### src/hw/bat_pkg.sv
// Constants, types and helpers shared by the bus auto transfer logic.
// Assumes a single 250 MHz clock domain and a plain register port.
package bat_pkg;

    // ----------------------------------------------------------------
    // Widths and roles
    // ----------------------------------------------------------------
    localparam int BAT_ADDR_W = 8;
    localparam int BAT_DATA_W = 32;
    localparam int BAT_DLY_W = 16;

    typedef enum logic [1:0] {
        BAT_ROLE_OFF = 2'b00,
        BAT_ROLE_INC1 = 2'b01,
        BAT_ROLE_INC2 = 2'b10,
        BAT_ROLE_TIE = 2'b11
    } bat_role_t;

    typedef enum logic [1:0] {
        BAT_ST_IDLE = 2'b00,
        BAT_ST_TRIP = 2'b01,
        BAT_ST_REQ = 2'b10,
        BAT_ST_DONE = 2'b11
    } bat_state_t;

    // ----------------------------------------------------------------
    // Register map, fields and reset values
    // ----------------------------------------------------------------
    localparam logic [7:0] BAT_OFF_CTRL = 8'h00;
    localparam logic [7:0] BAT_OFF_DLY_THIS = 8'h04;
    localparam logic [7:0] BAT_OFF_DLY_OTHER = 8'h08;
    localparam logic [7:0] BAT_OFF_DLY_SEL = 8'h0c;
    localparam logic [7:0] BAT_OFF_STATUS = 8'h10;
    localparam int BAT_CTRL_ROLE_LSB = 0;
    localparam int BAT_CTRL_SCHEME_BIT = 2;
    localparam int BAT_CTRL_DBL_BIT = 3;
    localparam logic [1:0] BAT_ROLE_RST = 2'h0;
    localparam logic BAT_SCHEME_RST = 1'b0;
    localparam logic BAT_DBL_RST = 1'b0;
    localparam logic [15:0] BAT_DLY_THIS_RST = 16'h0064;
    localparam logic [15:0] BAT_DLY_OTHER_RST = 16'h0064;
    localparam logic [15:0] BAT_DLY_SEL_RST = 16'h0064;

    // ----------------------------------------------------------------
    // Timing: delays count in ticks of one millisecond
    // ----------------------------------------------------------------
    localparam int BAT_CLK_PERIOD_NS = 4;
    localparam int BAT_TICK_NS = 1000000;
    localparam int BAT_TICK_CYC = BAT_TICK_NS / BAT_CLK_PERIOD_NS;

    // Delay counter step: clears when its start condition drops
    function automatic logic [BAT_DLY_W-1:0] bat_tmr_next(
        input logic run,
        input logic tick,
        input logic [BAT_DLY_W-1:0] cnt,
        input logic [BAT_DLY_W-1:0] lim
    );
        if (!run) begin
            return '0;
        end else if (tick && (cnt < lim)) begin
            return cnt + 1'b1;
        end
        return cnt;
    endfunction : bat_tmr_next

endpackage : bat_pkg

### src/hw/bat_xfer.sv
// Bus auto transfer logic for one of three cooperating relays.
// Assumes all field pins are asynchronous levels, active high, and that
// the selected role matches the breaker this relay is wired to.
// How it works
// Transfer trips own incomer, then closes tie
// Transformer lockout starts a transfer
// Upstream source trip starts a transfer
// Timed undervoltage on own source starts transfer
// Any breaker not connected blocks initiation
// Other incomer open blocks initiation
// Instantaneous overcurrent on own bus blocks initiation
// Other source instantaneous undervoltage blocks initiation
// Any blocking condition shows transfer not ready
// Trip own breaker first, then request tie close
// Trip held until own breaker reports open
// Tie latches request until closed or blocked
// Tie close waits for synchrocheck permission
// Three closed breakers trip the selected one
// Role setting: off, incomer 1, incomer 2, tie
// Scheme select, default first, same everywhere
// Overcurrent reset opens undervoltage blocking window
// After double loss, delay blocks initiation
// Double loss trips only when block disabled
// Double loss never requests a tie close
// Select-to-trip delay starts on listed conditions
// Outputs self-reset, de-energised when not operated
// Delays count common ticks, restart on drop
`timescale 1ns/10ps
module bat_xfer #(
    parameter int TICK_CYC = bat_pkg::BAT_TICK_CYC
) (
    // Clock and reset
    input wire logic ref_clk,
    input wire logic resetn,
    // Register port
    input wire logic [bat_pkg::BAT_ADDR_W-1:0] reg_addr,
    input wire logic [bat_pkg::BAT_DATA_W-1:0] reg_wdata,
    input wire logic reg_wr,
    input wire logic reg_rd,
    output logic [bat_pkg::BAT_DATA_W-1:0] reg_rdata,
    // Breaker position pins
    input wire logic inc1_conn,
    input wire logic inc2_conn,
    input wire logic tie_conn,
    input wire logic inc1_closed,
    input wire logic inc2_closed,
    input wire logic tie_closed,
    // Source and protection element pins
    input wire logic transformer_lockout_input,
    input wire logic src_trip_in,
    input wire logic uv_timed_own,
    input wire logic uv_inst_own,
    input wire logic uv_inst_other,
    input wire logic phase_overcurrent_instant,
    input wire logic neutral_overcurrent_instant,
    // Scheme control pins
    input wire logic block_xfer_in,
    input wire logic sel_trip_in,
    input wire logic close_req_in,
    input wire logic sync_permit_in,
    // Scheme outputs
    output logic trip_out,
    output logic close_req_out,
    output logic tie_close_out,
    output logic xfer_not_ready
);
    import bat_pkg::*;

    localparam int NPIN = 19;
    localparam int TW = $clog2(TICK_CYC + 1);

    if (TICK_CYC < 1) begin : g_tick_chk
        $error("TICK_CYC must be at least 1");
    end

    // ----------------------------------------------------------------
    // Pin synchronisers
    // ----------------------------------------------------------------
    logic [NPIN-1:0] pin_raw;
    logic [NPIN-1:0] sync1_reg;
    logic [NPIN-1:0] sync2_reg;

    assign pin_raw = {inc1_conn, inc2_conn, tie_conn, inc1_closed,
        inc2_closed, tie_closed, transformer_lockout_input, src_trip_in,
        uv_timed_own, uv_inst_own, uv_inst_other, phase_overcurrent_instant,
        neutral_overcurrent_instant, block_xfer_in, sel_trip_in,
        close_req_in, sync_permit_in, 2'b00};

    always_ff @(posedge ref_clk or negedge resetn) begin
        if (!resetn) begin
            sync1_reg <= '0;
            sync2_reg <= '0;
        end else begin
            sync1_reg <= pin_raw;
            sync2_reg <= sync1_reg;
        end
    end

    logic s_c1, s_c2, s_ct, s_k1, s_k2, s_kt, s_lock, s_srct, s_uvt;
    logic s_uvi, s_uvo, s_poc, s_noc, s_blk, s_sel, s_creq, s_sync;
    assign {s_c1, s_c2, s_ct, s_k1, s_k2, s_kt, s_lock, s_srct, s_uvt,
        s_uvi, s_uvo, s_poc, s_noc, s_blk, s_sel, s_creq,
        s_sync} = sync2_reg[NPIN-1:2];

    // ----------------------------------------------------------------
    // Settings registers
    // ----------------------------------------------------------------
    bat_role_t role_reg;
    logic scheme_reg;
    logic dbl_block_reg;
    logic [BAT_DLY_W-1:0] dly_this_reg;
    logic [BAT_DLY_W-1:0] dly_other_reg;
    logic [BAT_DLY_W-1:0] dly_sel_reg;

    always_ff @(posedge ref_clk or negedge resetn) begin
        if (!resetn) begin
            role_reg <= bat_role_t'(BAT_ROLE_RST);
            scheme_reg <= BAT_SCHEME_RST;
            dbl_block_reg <= BAT_DBL_RST;
            dly_this_reg <= BAT_DLY_THIS_RST;
            dly_other_reg <= BAT_DLY_OTHER_RST;
            dly_sel_reg <= BAT_DLY_SEL_RST;
        end else if (reg_wr) begin
            if (reg_addr == BAT_OFF_CTRL) begin
                role_reg <= bat_role_t'(reg_wdata[BAT_CTRL_ROLE_LSB +: 2]);
                scheme_reg <= reg_wdata[BAT_CTRL_SCHEME_BIT];
                dbl_block_reg <= reg_wdata[BAT_CTRL_DBL_BIT];
            end else if (reg_addr == BAT_OFF_DLY_THIS) begin
                dly_this_reg <= reg_wdata[BAT_DLY_W-1:0];
            end else if (reg_addr == BAT_OFF_DLY_OTHER) begin
                dly_other_reg <= reg_wdata[BAT_DLY_W-1:0];
            end else if (reg_addr == BAT_OFF_DLY_SEL) begin
                dly_sel_reg <= reg_wdata[BAT_DLY_W-1:0];
            end
        end
    end

    // ----------------------------------------------------------------
    // Common delay tick
    // ----------------------------------------------------------------
    logic [TW-1:0] tick_cnt_reg;
    logic tick_reg;

    always_ff @(posedge ref_clk or negedge resetn) begin
        if (!resetn) begin
            tick_cnt_reg <= '0;
            tick_reg <= 1'b0;
        end else if (tick_cnt_reg == TW'(TICK_CYC - 1)) begin
            tick_cnt_reg <= '0;
            tick_reg <= 1'b1;
        end else begin
            tick_cnt_reg <= tick_cnt_reg + 1'b1;
            tick_reg <= 1'b0;
        end
    end

    // ----------------------------------------------------------------
    // Role mapping and blocking conditions
    // ----------------------------------------------------------------
    logic is_inc, is_tie, own_conn, own_closed, other_closed;
    logic oc, dbl_loss, start, uv_block, blk_cond, sel_cond;
    logic this_armed_reg, both_lost_reg, this_done, other_done, sel_done;
    logic [BAT_DLY_W-1:0] this_cnt_reg, other_cnt_reg, sel_cnt_reg;

    // Only the two incomer roles and the tie role carry logic
    assign is_inc = (role_reg == BAT_ROLE_INC1) ||
        (role_reg == BAT_ROLE_INC2);
    assign is_tie = (role_reg == BAT_ROLE_TIE);
    assign own_conn = (role_reg == BAT_ROLE_INC1) ? s_c1 : s_c2;
    assign own_closed = (role_reg == BAT_ROLE_INC1) ? s_k1 :
        (role_reg == BAT_ROLE_INC2) ? s_k2 : s_kt;
    assign other_closed = (role_reg == BAT_ROLE_INC1) ? s_k2 : s_k1;
    assign oc = s_poc | s_noc;
    assign dbl_loss = s_uvt & s_uvo;
    assign start = s_lock | s_srct | s_uvt;
    // Own undervoltage blocks during a fault and for a while after it
    assign this_done = this_armed_reg && !oc && (this_cnt_reg >= dly_this_reg);
    assign uv_block = s_uvi && (oc || (this_armed_reg && !this_done));
    assign blk_cond = !(s_c1 && s_c2 && s_ct)
        || !other_closed
        || oc
        || s_uvo
        || uv_block
        || both_lost_reg
        || s_blk;
    // An incomer relay with its own breaker open can still be selected to trip; the tie role needs all three closed
    assign sel_cond = is_inc ? (own_conn && other_closed && s_ct && s_kt &&
        s_sel && !s_blk) : (is_tie && s_k1 && s_k2 && s_ct && s_kt &&
        s_sel && !s_blk);
    assign other_done = other_cnt_reg >= dly_other_reg;
    assign sel_done = sel_cond && (sel_cnt_reg >= dly_sel_reg);

    always_ff @(posedge ref_clk or negedge resetn) begin
        if (!resetn) begin
            this_armed_reg <= 1'b0;
            this_cnt_reg <= '0;
        end else begin
            this_armed_reg <= oc || (this_armed_reg && !this_done);
            this_cnt_reg <= bat_tmr_next(this_armed_reg && !oc, tick_reg,
                this_cnt_reg, dly_this_reg);
        end
    end

    // Other-source delay runs from the first source returning
    always_ff @(posedge ref_clk or negedge resetn) begin
        if (!resetn) begin
            both_lost_reg <= 1'b0;
            other_cnt_reg <= '0;
        end else begin
            both_lost_reg <= dbl_loss || (both_lost_reg && !other_done);
            other_cnt_reg <= bat_tmr_next(both_lost_reg && !dbl_loss,
                tick_reg, other_cnt_reg, dly_other_reg);
        end
    end

    always_ff @(posedge ref_clk or negedge resetn) begin
        if (!resetn) begin
            sel_cnt_reg <= '0;
        end else begin
            sel_cnt_reg <= bat_tmr_next(sel_cond, tick_reg, sel_cnt_reg,
                dly_sel_reg);
        end
    end

    // ----------------------------------------------------------------
    // Incomer sequence
    // ----------------------------------------------------------------
    bat_state_t state_reg;
    logic xfer_reg, trip_reg, close_req_reg, par_trip_reg;
    logic init_go, dbl_trip;

    assign init_go = is_inc && !blk_cond && start;
    assign dbl_trip = is_inc && dbl_loss && !dbl_block_reg;

    always_ff @(posedge ref_clk or negedge resetn) begin
        if (!resetn) begin
            state_reg <= BAT_ST_IDLE;
            xfer_reg <= 1'b0;
        end else begin
            case (state_reg)
                BAT_ST_IDLE: begin
                    if (init_go || dbl_trip) begin
                        state_reg <= BAT_ST_TRIP;
                        xfer_reg <= init_go && !dbl_loss;
                    end
                end
                BAT_ST_TRIP: begin
                    state_reg <= xfer_reg ? BAT_ST_REQ : BAT_ST_DONE;
                end
                BAT_ST_REQ: begin
                    if (s_kt || s_blk || dbl_loss) begin
                        state_reg <= BAT_ST_DONE;
                    end
                end
                default: begin
                    if (!start && !trip_reg) begin
                        state_reg <= BAT_ST_IDLE;
                        xfer_reg <= 1'b0;
                    end
                end
            endcase
        end
    end

    // Trip stays up while the breaker still reports closed
    always_ff @(posedge ref_clk or negedge resetn) begin
        if (!resetn) begin
            trip_reg <= 1'b0;
        end else if (state_reg == BAT_ST_IDLE && (init_go || dbl_trip)) begin
            trip_reg <= 1'b1;
        end else if (trip_reg && !own_closed) begin
            trip_reg <= 1'b0;
        end
    end

    always_ff @(posedge ref_clk or negedge resetn) begin
        if (!resetn) begin
            close_req_reg <= 1'b0;
        end else if (s_kt || s_blk || dbl_loss) begin
            close_req_reg <= 1'b0;
        end else if (state_reg == BAT_ST_TRIP && xfer_reg) begin
            close_req_reg <= 1'b1;
        end else if (state_reg != BAT_ST_REQ) begin
            close_req_reg <= 1'b0;
        end
    end

    always_ff @(posedge ref_clk or negedge resetn) begin
        if (!resetn) begin
            par_trip_reg <= 1'b0;
        end else begin
            par_trip_reg <= sel_done;
        end
    end

    // ----------------------------------------------------------------
    // Tie sequence
    // ----------------------------------------------------------------
    logic latch_reg, tie_close_reg;

    // A request seen while the tie already reads closed is dropped
    always_ff @(posedge ref_clk or negedge resetn) begin
        if (!resetn) begin
            latch_reg <= 1'b0;
        end else if (!is_tie || s_kt || s_blk) begin
            latch_reg <= 1'b0;
        end else if (s_creq) begin
            latch_reg <= 1'b1;
        end
    end

    always_ff @(posedge ref_clk or negedge resetn) begin
        if (!resetn) begin
            tie_close_reg <= 1'b0;
        end else begin
            tie_close_reg <= is_tie && latch_reg && s_sync && !s_kt;
        end
    end

    // ----------------------------------------------------------------
    // Outputs and register reads
    // ----------------------------------------------------------------
    logic not_ready_reg;

    always_ff @(posedge ref_clk or negedge resetn) begin
        if (!resetn) begin
            not_ready_reg <= 1'b0;
        end else begin
            not_ready_reg <= (is_inc && blk_cond) ||
                (is_tie && (!(s_c1 && s_c2 && s_ct) || s_blk));
        end
    end

    // Plain levels, no hand reset: trip until own breaker opens or sel_done drops, close request until tie closed, block or double loss
    assign trip_out = trip_reg | par_trip_reg;
    assign close_req_out = close_req_reg;
    assign tie_close_out = tie_close_reg;
    assign xfer_not_ready = not_ready_reg;

    always_ff @(posedge ref_clk or negedge resetn) begin
        if (!resetn) begin
            reg_rdata <= '0;
        end else if (!reg_rd) begin
            reg_rdata <= '0;
        end else if (reg_addr == BAT_OFF_CTRL) begin
            reg_rdata <= {28'h0, dbl_block_reg, scheme_reg, role_reg};
        end else if (reg_addr == BAT_OFF_DLY_THIS) begin
            reg_rdata <= {16'h0, dly_this_reg};
        end else if (reg_addr == BAT_OFF_DLY_OTHER) begin
            reg_rdata <= {16'h0, dly_other_reg};
        end else if (reg_addr == BAT_OFF_DLY_SEL) begin
            reg_rdata <= {16'h0, dly_sel_reg};
        end else if (reg_addr == BAT_OFF_STATUS) begin
            reg_rdata <= {22'h0, state_reg, both_lost_reg, latch_reg,
                tie_close_reg, par_trip_reg, close_req_reg, trip_reg,
                not_ready_reg, this_armed_reg};
        end else begin
            reg_rdata <= '0;
        end
    end
endmodule : bat_xfer

### config.mk
export PLATFORM = sky130hd
export DESIGN_NAME = bat_xfer
export DESIGN_NICKNAME = d
export VERILOG_FILES = /design/src/hw/bat_pkg.sv /design/src/hw/bat_xfer.sv
export SDC_FILE = /design/constraint.sdc
export NUM_CORES = 1
export LEC_CHECK = 0
export ABC_AREA = 1
export BUFFER_PORTS_ARGS = -buffer_cell sky130_fd_sc_hd__buf_2
export CAP_MARGIN = 20
export CORE_MARGIN = 3
export CORE_UTILIZATION = 50
export CTS_CLUSTER_SIZE = 14
export DETAILED_ROUTE_END_ITERATION = 8
export PLACE_DENSITY = 0.69
export SETUP_SLACK_MARGIN = 0.05
export SYNTH_ARGS = -nofsm -noshare
export SYNTH_HDL_FRONTEND = slang
export SYNTH_SLANG_ARGS = --single-unit
export TNS_END_PERCENT = 100
### constraint.sdc
create_clock -name ref_clk -period 2.61 [get_ports ref_clk]
set_input_delay 0.522 -clock ref_clk [delete_from_list [all_inputs] [get_ports ref_clk]]
set_output_delay 0.522 -clock ref_clk [all_outputs]
set_load 0.05 [all_outputs]
Word level (Yosys, flattened, before mapping)
Cells that the tools add are included.
Storage, ports and cells
  flip-flop bits (word level): 196
  input bits: 61
  word-level logic and storage cells: 177
Cells by class
  add/subtract/negate cells: 4
  order comparisons: 6
  equal/unequal tests: 13
  muxes and demuxes: 40
  bitwise logic cells: 9
  reduce and logical (&&, ||, !) cells: 81
Operator list (count)
  16-bit 2-to-1 mux: 11
  16-bit by 1-bit adder with 16-bit output (second input constant): 3
  16-bit >= comparator: 3
  16-bit < comparator: 3
  1-bit logical AND: 37
  1-bit 2-to-1 mux: 22
  18-bit by 1-bit adder with 18-bit output (second input constant): 1
  18-bit == test (second input constant): 1
  18-bit 2-to-1 mux: 1
  8-bit by 4-bit == test with 1-bit output (second input constant): 2
  1-bit logical OR: 16
  1-bit logical NOT: 14
  10-bit 2-to-1 mux: 1
  3-bit AND reduction: 3
  8-bit by 3-bit == test with 1-bit output (second input constant): 1
  8-bit by 5-bit == test with 1-bit output (second input constant): 1
  8-bit logical NOT: 1
  2-bit == test (second input constant): 3
  2-bit 2-to-1 mux: 3
  2-bit inequality test (second input constant): 3
  2-bit case mux with 3 select lines: 1
  2-bit nonzero test: 3
  5-bit AND reduction: 1
  2-bit by 1-bit == test with 1-bit output (second input constant): 2
  10 further kinds: 16

Depth between registers and ports, before layout
  depth in word-level cells: 17
  mapped depth: 18

Worst setup path after synthesis
No wires, ideal clock.
  kind: reg-to-reg
  start: register dly_this_reg[5]
  end: register this_cnt_reg[13]
  setup time: 117 ps
  arrival time: 1845 ps
  setup slack: 648 ps
  stages on the path, launching flop included: 15
  buffers on the path: 0
  clock period less this slack: 1962 ps
  path through: dfstp_2 -> inv_1 -> ha_1 -> a21oi_1 -> nor2_1 -> nor2_1 -> nand2_1 -> nand2_1 -> nand3_4 -> nand2_4 -> nand4_4 -> nor2_2 -> nand2_1 -> nand2_1 -> nor2_1
On the way
  word-level cells in the longest chain between the ends: 4
Ends and longest elaborated chain
  from (decl): line bat_xfer.sv:111  | logic [BAT_DLY_W-1:0] dly_this_reg;
  from (signal assigned): line bat_xfer.sv:129  | dly_this_reg <= reg_wdata[BAT_DLY_W-1:0];
  16-bit < comparator: line bat_pkg.sv:60  | end else if (tick && (cnt < lim)) begin
  1-bit logical AND: line bat_pkg.sv:60
  1-bit 2-to-1 mux: line bat_pkg.sv:60
  1-bit 2-to-1 mux: line bat_pkg.sv:58  | if (!run) begin
  to (signal assigned): line bat_xfer.sv:199  | this_cnt_reg <= bat_tmr_next(this_armed_reg && !oc, tick_reg,
  to (decl): line bat_xfer.sv:163  | logic [BAT_DLY_W-1:0] this_cnt_reg, other_cnt_reg, sel_cnt_reg;
No other way between the ends.
A chain may end at the register's enable or synchronous reset.

Worst setup path after layout
  start: register dly_other_reg[2]
  end: register other_cnt_reg[6]
On the way
  word-level cells in the longest chain between the ends: 4
Ends and longest elaborated chain
  from (decl): line bat_xfer.sv:112  | logic [BAT_DLY_W-1:0] dly_other_reg;
  from (signal assigned): line bat_xfer.sv:131  | dly_other_reg <= reg_wdata[BAT_DLY_W-1:0];
  16-bit < comparator: line bat_pkg.sv:60
  1-bit logical AND: line bat_pkg.sv:60
  1-bit 2-to-1 mux: line bat_pkg.sv:60
  1-bit 2-to-1 mux: line bat_pkg.sv:58
  to (signal assigned): line bat_xfer.sv:211  | other_cnt_reg <= bat_tmr_next(both_lost_reg && !dbl_loss,
  to (decl): line bat_xfer.sv:163
No other way between the ends.

==> impl_metrics.tcl <==
set metrics [dict create \
    grt_pass1_vias 7085 \
    core_area_mm2 0.0183 \
    cts_root_buf "clkbuf_16" \
    synth_fa_ha_area_share_pct 7.76 \
    finalCritPeriodShare_pct 87.8 \
    antennaDiodeCount 0 \
    syn_inst 1096 \
    finalSetupTns_ns 0 \
    synth_top_family_by_area "simple AND/OR/NAND/NOR gates" \
    ant_nets 0 \
    grt_pass1_wl_mm 35.2 \
    finalInstanceArea_mm2 0.0107 \
    clk_pin_slew_worst_paths_ns 0.07 \
    place_area_mm2 0.0101 \
    largest_reg_flops 18 \
    rsz0062_at_grt "false" \
    dp_hpwl_mm 15.8 \
    synth-seq-area-share_pct 47.5 \
    avgSynthCellArea_um2 8.68 \
    die_h_um 144 \
    yosys.area.top_type "dfrtp_1" \
    arrival_ns 2.67 \
    wirelength_mm 20.8 \
    via_per_inst 5.22 \
    die_w_um 144 \
    finalSetupViolations 0 \
    synth_compound_area_share_pct 11.2 \
    place.gp.congestion 0.895 \
    slowest_stage "dfstp_2" \
    area_delta_synth_final_pct 12.1 \
    path_max_fanout 22 \
    hold_buffers 0 \
    drive_above_1_share_pct 14.4 \
    ys_warn_count 0 \
    fillers 1607 \
    numCtsBuffers 17 \
    cts_tree "yes" \
    synthSimpleGateAreaFrac_pct 22.3 \
    placed_cells 1380 \
    floorplan.initialDensity_pct 51.9 \
    synth_xor_area_share_pct 2.49 \
    maxCapViolations 0 \
    synth_edf_count 0 \
    fin_util_pct 58.2 \
    status "completed" \
    grt_max_degree 61 \
    crit_path_end_kind "flop" \
    cts_buffer_depth 2 \
    critPathMostFrequentCell "nand2_1" \
    slowest_delay_ns 0.54 \
    start_kind "flop" \
    drv_slew 0 \
    peakVddDrop_v 0.000486 \
    clock_skew_ns 0.0118 \
    ys.flop_type "dfrtp_1" \
    dr_total_vias 7376 \
    postCtsSetupRepairBufs 0 \
    instances_no_fill 1412 \
    path_buf_inv 1 \
    ctsResizeCount 0 \
    clk-insertion-delay-late_ns 0.44 \
    row_count 49 \
    crit_required_ns 2.99 \
    power_leakage_nw 5.10 \
    final-hold-violation-count 0 \
    htree_levels 4 \
    hp-class "in2async" \
    antenna_found_initial 0 \
    dieArea_mm2 0.0207 \
    ios 97 \
    criticalPathCategory "reg2reg" \
    nets 1290 \
    grt-ovfl-total 0 \
    wl_per_cell_um 14.7 \
    async_flop_share_pct 100 \
    fin_crit_ns 2.29 \
    multi_input_area_mm2 0.00423 \
    worstMarginPinSlew_ns 0.584 \
    dr.pass1.iters 5 \
    port_buffers 64 \
    drc_errors 0 \
    power.density_mw_per_mm2 579 \
    crit_chain "inv_1 -> ha_1 -> nand2_1 -> o21bai_1 -> a21oi_1 -> o21ai_1 -> nand2_1 -> a21oi_2 -> nand2_4 -> nand2_2 -> nand3_1 -> nand2_1" \
    slew_headroom_pct 60.7 \
    max_freq_mhz 437 \
    cpLargestDelayFamily "simple AND/OR/NAND/NOR gates" \
    yosys.area.top_type_share_pct 45.0 \
    muxShareOfSynthArea_pct 0.118 \
    drt-initial-drc-count 563 \
    syn_area_mm2 0.00952 \
    ys_seq_elements 180 \
    synthTopCellsByArea "dfrtp_1 45%, nand2_1 7.9%, ha_1 7.8%" \
    final-seq-area_mm2 0.00452 \
    clkSinkCount 180 \
    track_usage_pct 21.5 \
    synth_cell_type_count 49 \
    finalPower_mw 6.17 \
]
==> synth_stat cells, drive strengths merged (2+ instances only) <==
| master | number |
|---|---|
| nand2 | 212 |
| dfrtp | 171 |
| inv | 156 |
| o21ai | 104 |
| nor2 | 95 |
| nand3 | 65 |
| ha | 59 |
| a21oi | 55 |
| buf | 33 |
| nor3 | 31 |
| xor2 | 24 |
| nand4 | 20 |
| nor4 | 10 |
| dfstp | 9 |
| a221oi | 8 |
| o22ai | 7 |
| a31oi | 6 |
| o21a | 4 |
| o31ai | 4 |
| and3 | 3 |
| nor3b | 3 |
| xnor2 | 3 |
| a21o | 2 |
| clkbuf | 2 |
| clkinv | 2 |
| o21bai | 2 |
| or2 | 2 |
==> power by group <==
part	internal, mW	switching, mW
registers	2.88	0.0665
logic	0.225	0.483
clock network	1.28	1.23
total	4.39	1.78
==> path summary, 6_finish.rpt <==
| path | startpoint | to | slack [ns] | cells past startpoint |
|---|---|---|---|---|
| hold / removal | resetn | this_cnt_reg[2] | 0.07 | 1 |
| setup reg to reg | dly_other_reg[2] | other_cnt_reg[6] | 0.32 | 12 |
| setup / recovery | dly_other_reg[2] | other_cnt_reg[6] | 0.32 | 12 |
| min in group ref_clk | sync_permit_in | sync1_reg[2] | 0.18 | 1 |
| max in group asynchronous | resetn | dly_sel_reg[2] | 1.88 | 2 |
| hold reg to reg | sync1_reg[12] | sync2_reg[12] | 0.35 | 0 |
==> kinds of logic (layout without fill, tap and decap cells) <==
logic type                 after synthesis  after routing
AOI/OAI and AO/OA                      193            193
xor gates and xnor gates                27             27
adders and majority gates               59             59
buffers and inverters                  193            265
DFF                                    180            180
muxes                                    1              1
other                                    1             16
and+or+nand+nor                        442            442
==> per-layer routing <==
metal | global-route usage [%] | routed length, um | part of all wire, % | vias to the layer above
li1 | - | - | - | 3738
met5 | 0 | 0 | 0 | -
met1 | 30.2 | 9780 | 47 | 3494
met3 | 4.13 | 820 | 3.9 | 16
met4 | 4.81 | 215 | 1.0 | 0
met2 | 35.0 | 9990 | 48 | 128
==> placed cells by master, fill, tap and decap left out, types with 17 or more instances in the layout <==
master / instances
buf_2: 63
nor2_1: 83
o21ai_1: 61
nand3_1: 61
dfrtp_1: 171
nand4_1: 17
nor3_1: 24
inv_1: 150
ha_1: 59
nand2_1: 201
clkbuf_16: 17
o21ai_0: 43
xor2_1: 24
a21oi_1: 53
==> worst register-to-register path: stages, from the launching register on <==
cell and delay, ns:
dfstp_2 0.54, inv_1 0.07, ha_1 0.29, nand2_1 0.07
o21bai_1 0.10, a21oi_1 0.07, o21ai_1 0.14, nand2_1 0.08
a21oi_2 0.19, nand2_4 0.13, nand2_2 0.33, nand3_1 0.13
nand2_1 0.08
==> final cells by class <==
type / instances / area share, %
multi-input combinational: 738 / 39.7
clock inverter: 14 / 1.51
tap: 229 / 2.69
inverter: 158 / 5.58
sequential: 180 / 42.3
timing repair buffer: 75 / 4.19
clock buffer: 18 / 4.02
==> metrics by stage <==
step           hold slack (ns)  worst slack (ns)
2_1_floorplan            0.226             0.648
3_3_place_gp             0.333             0.348
3_5_place_dp             0.335             0.322
4_1_cts                 0.0780             0.327
5_1_grt                  0.100            0.0783
6_report                0.0663             0.319
Power figures use the tool's default switching activity.
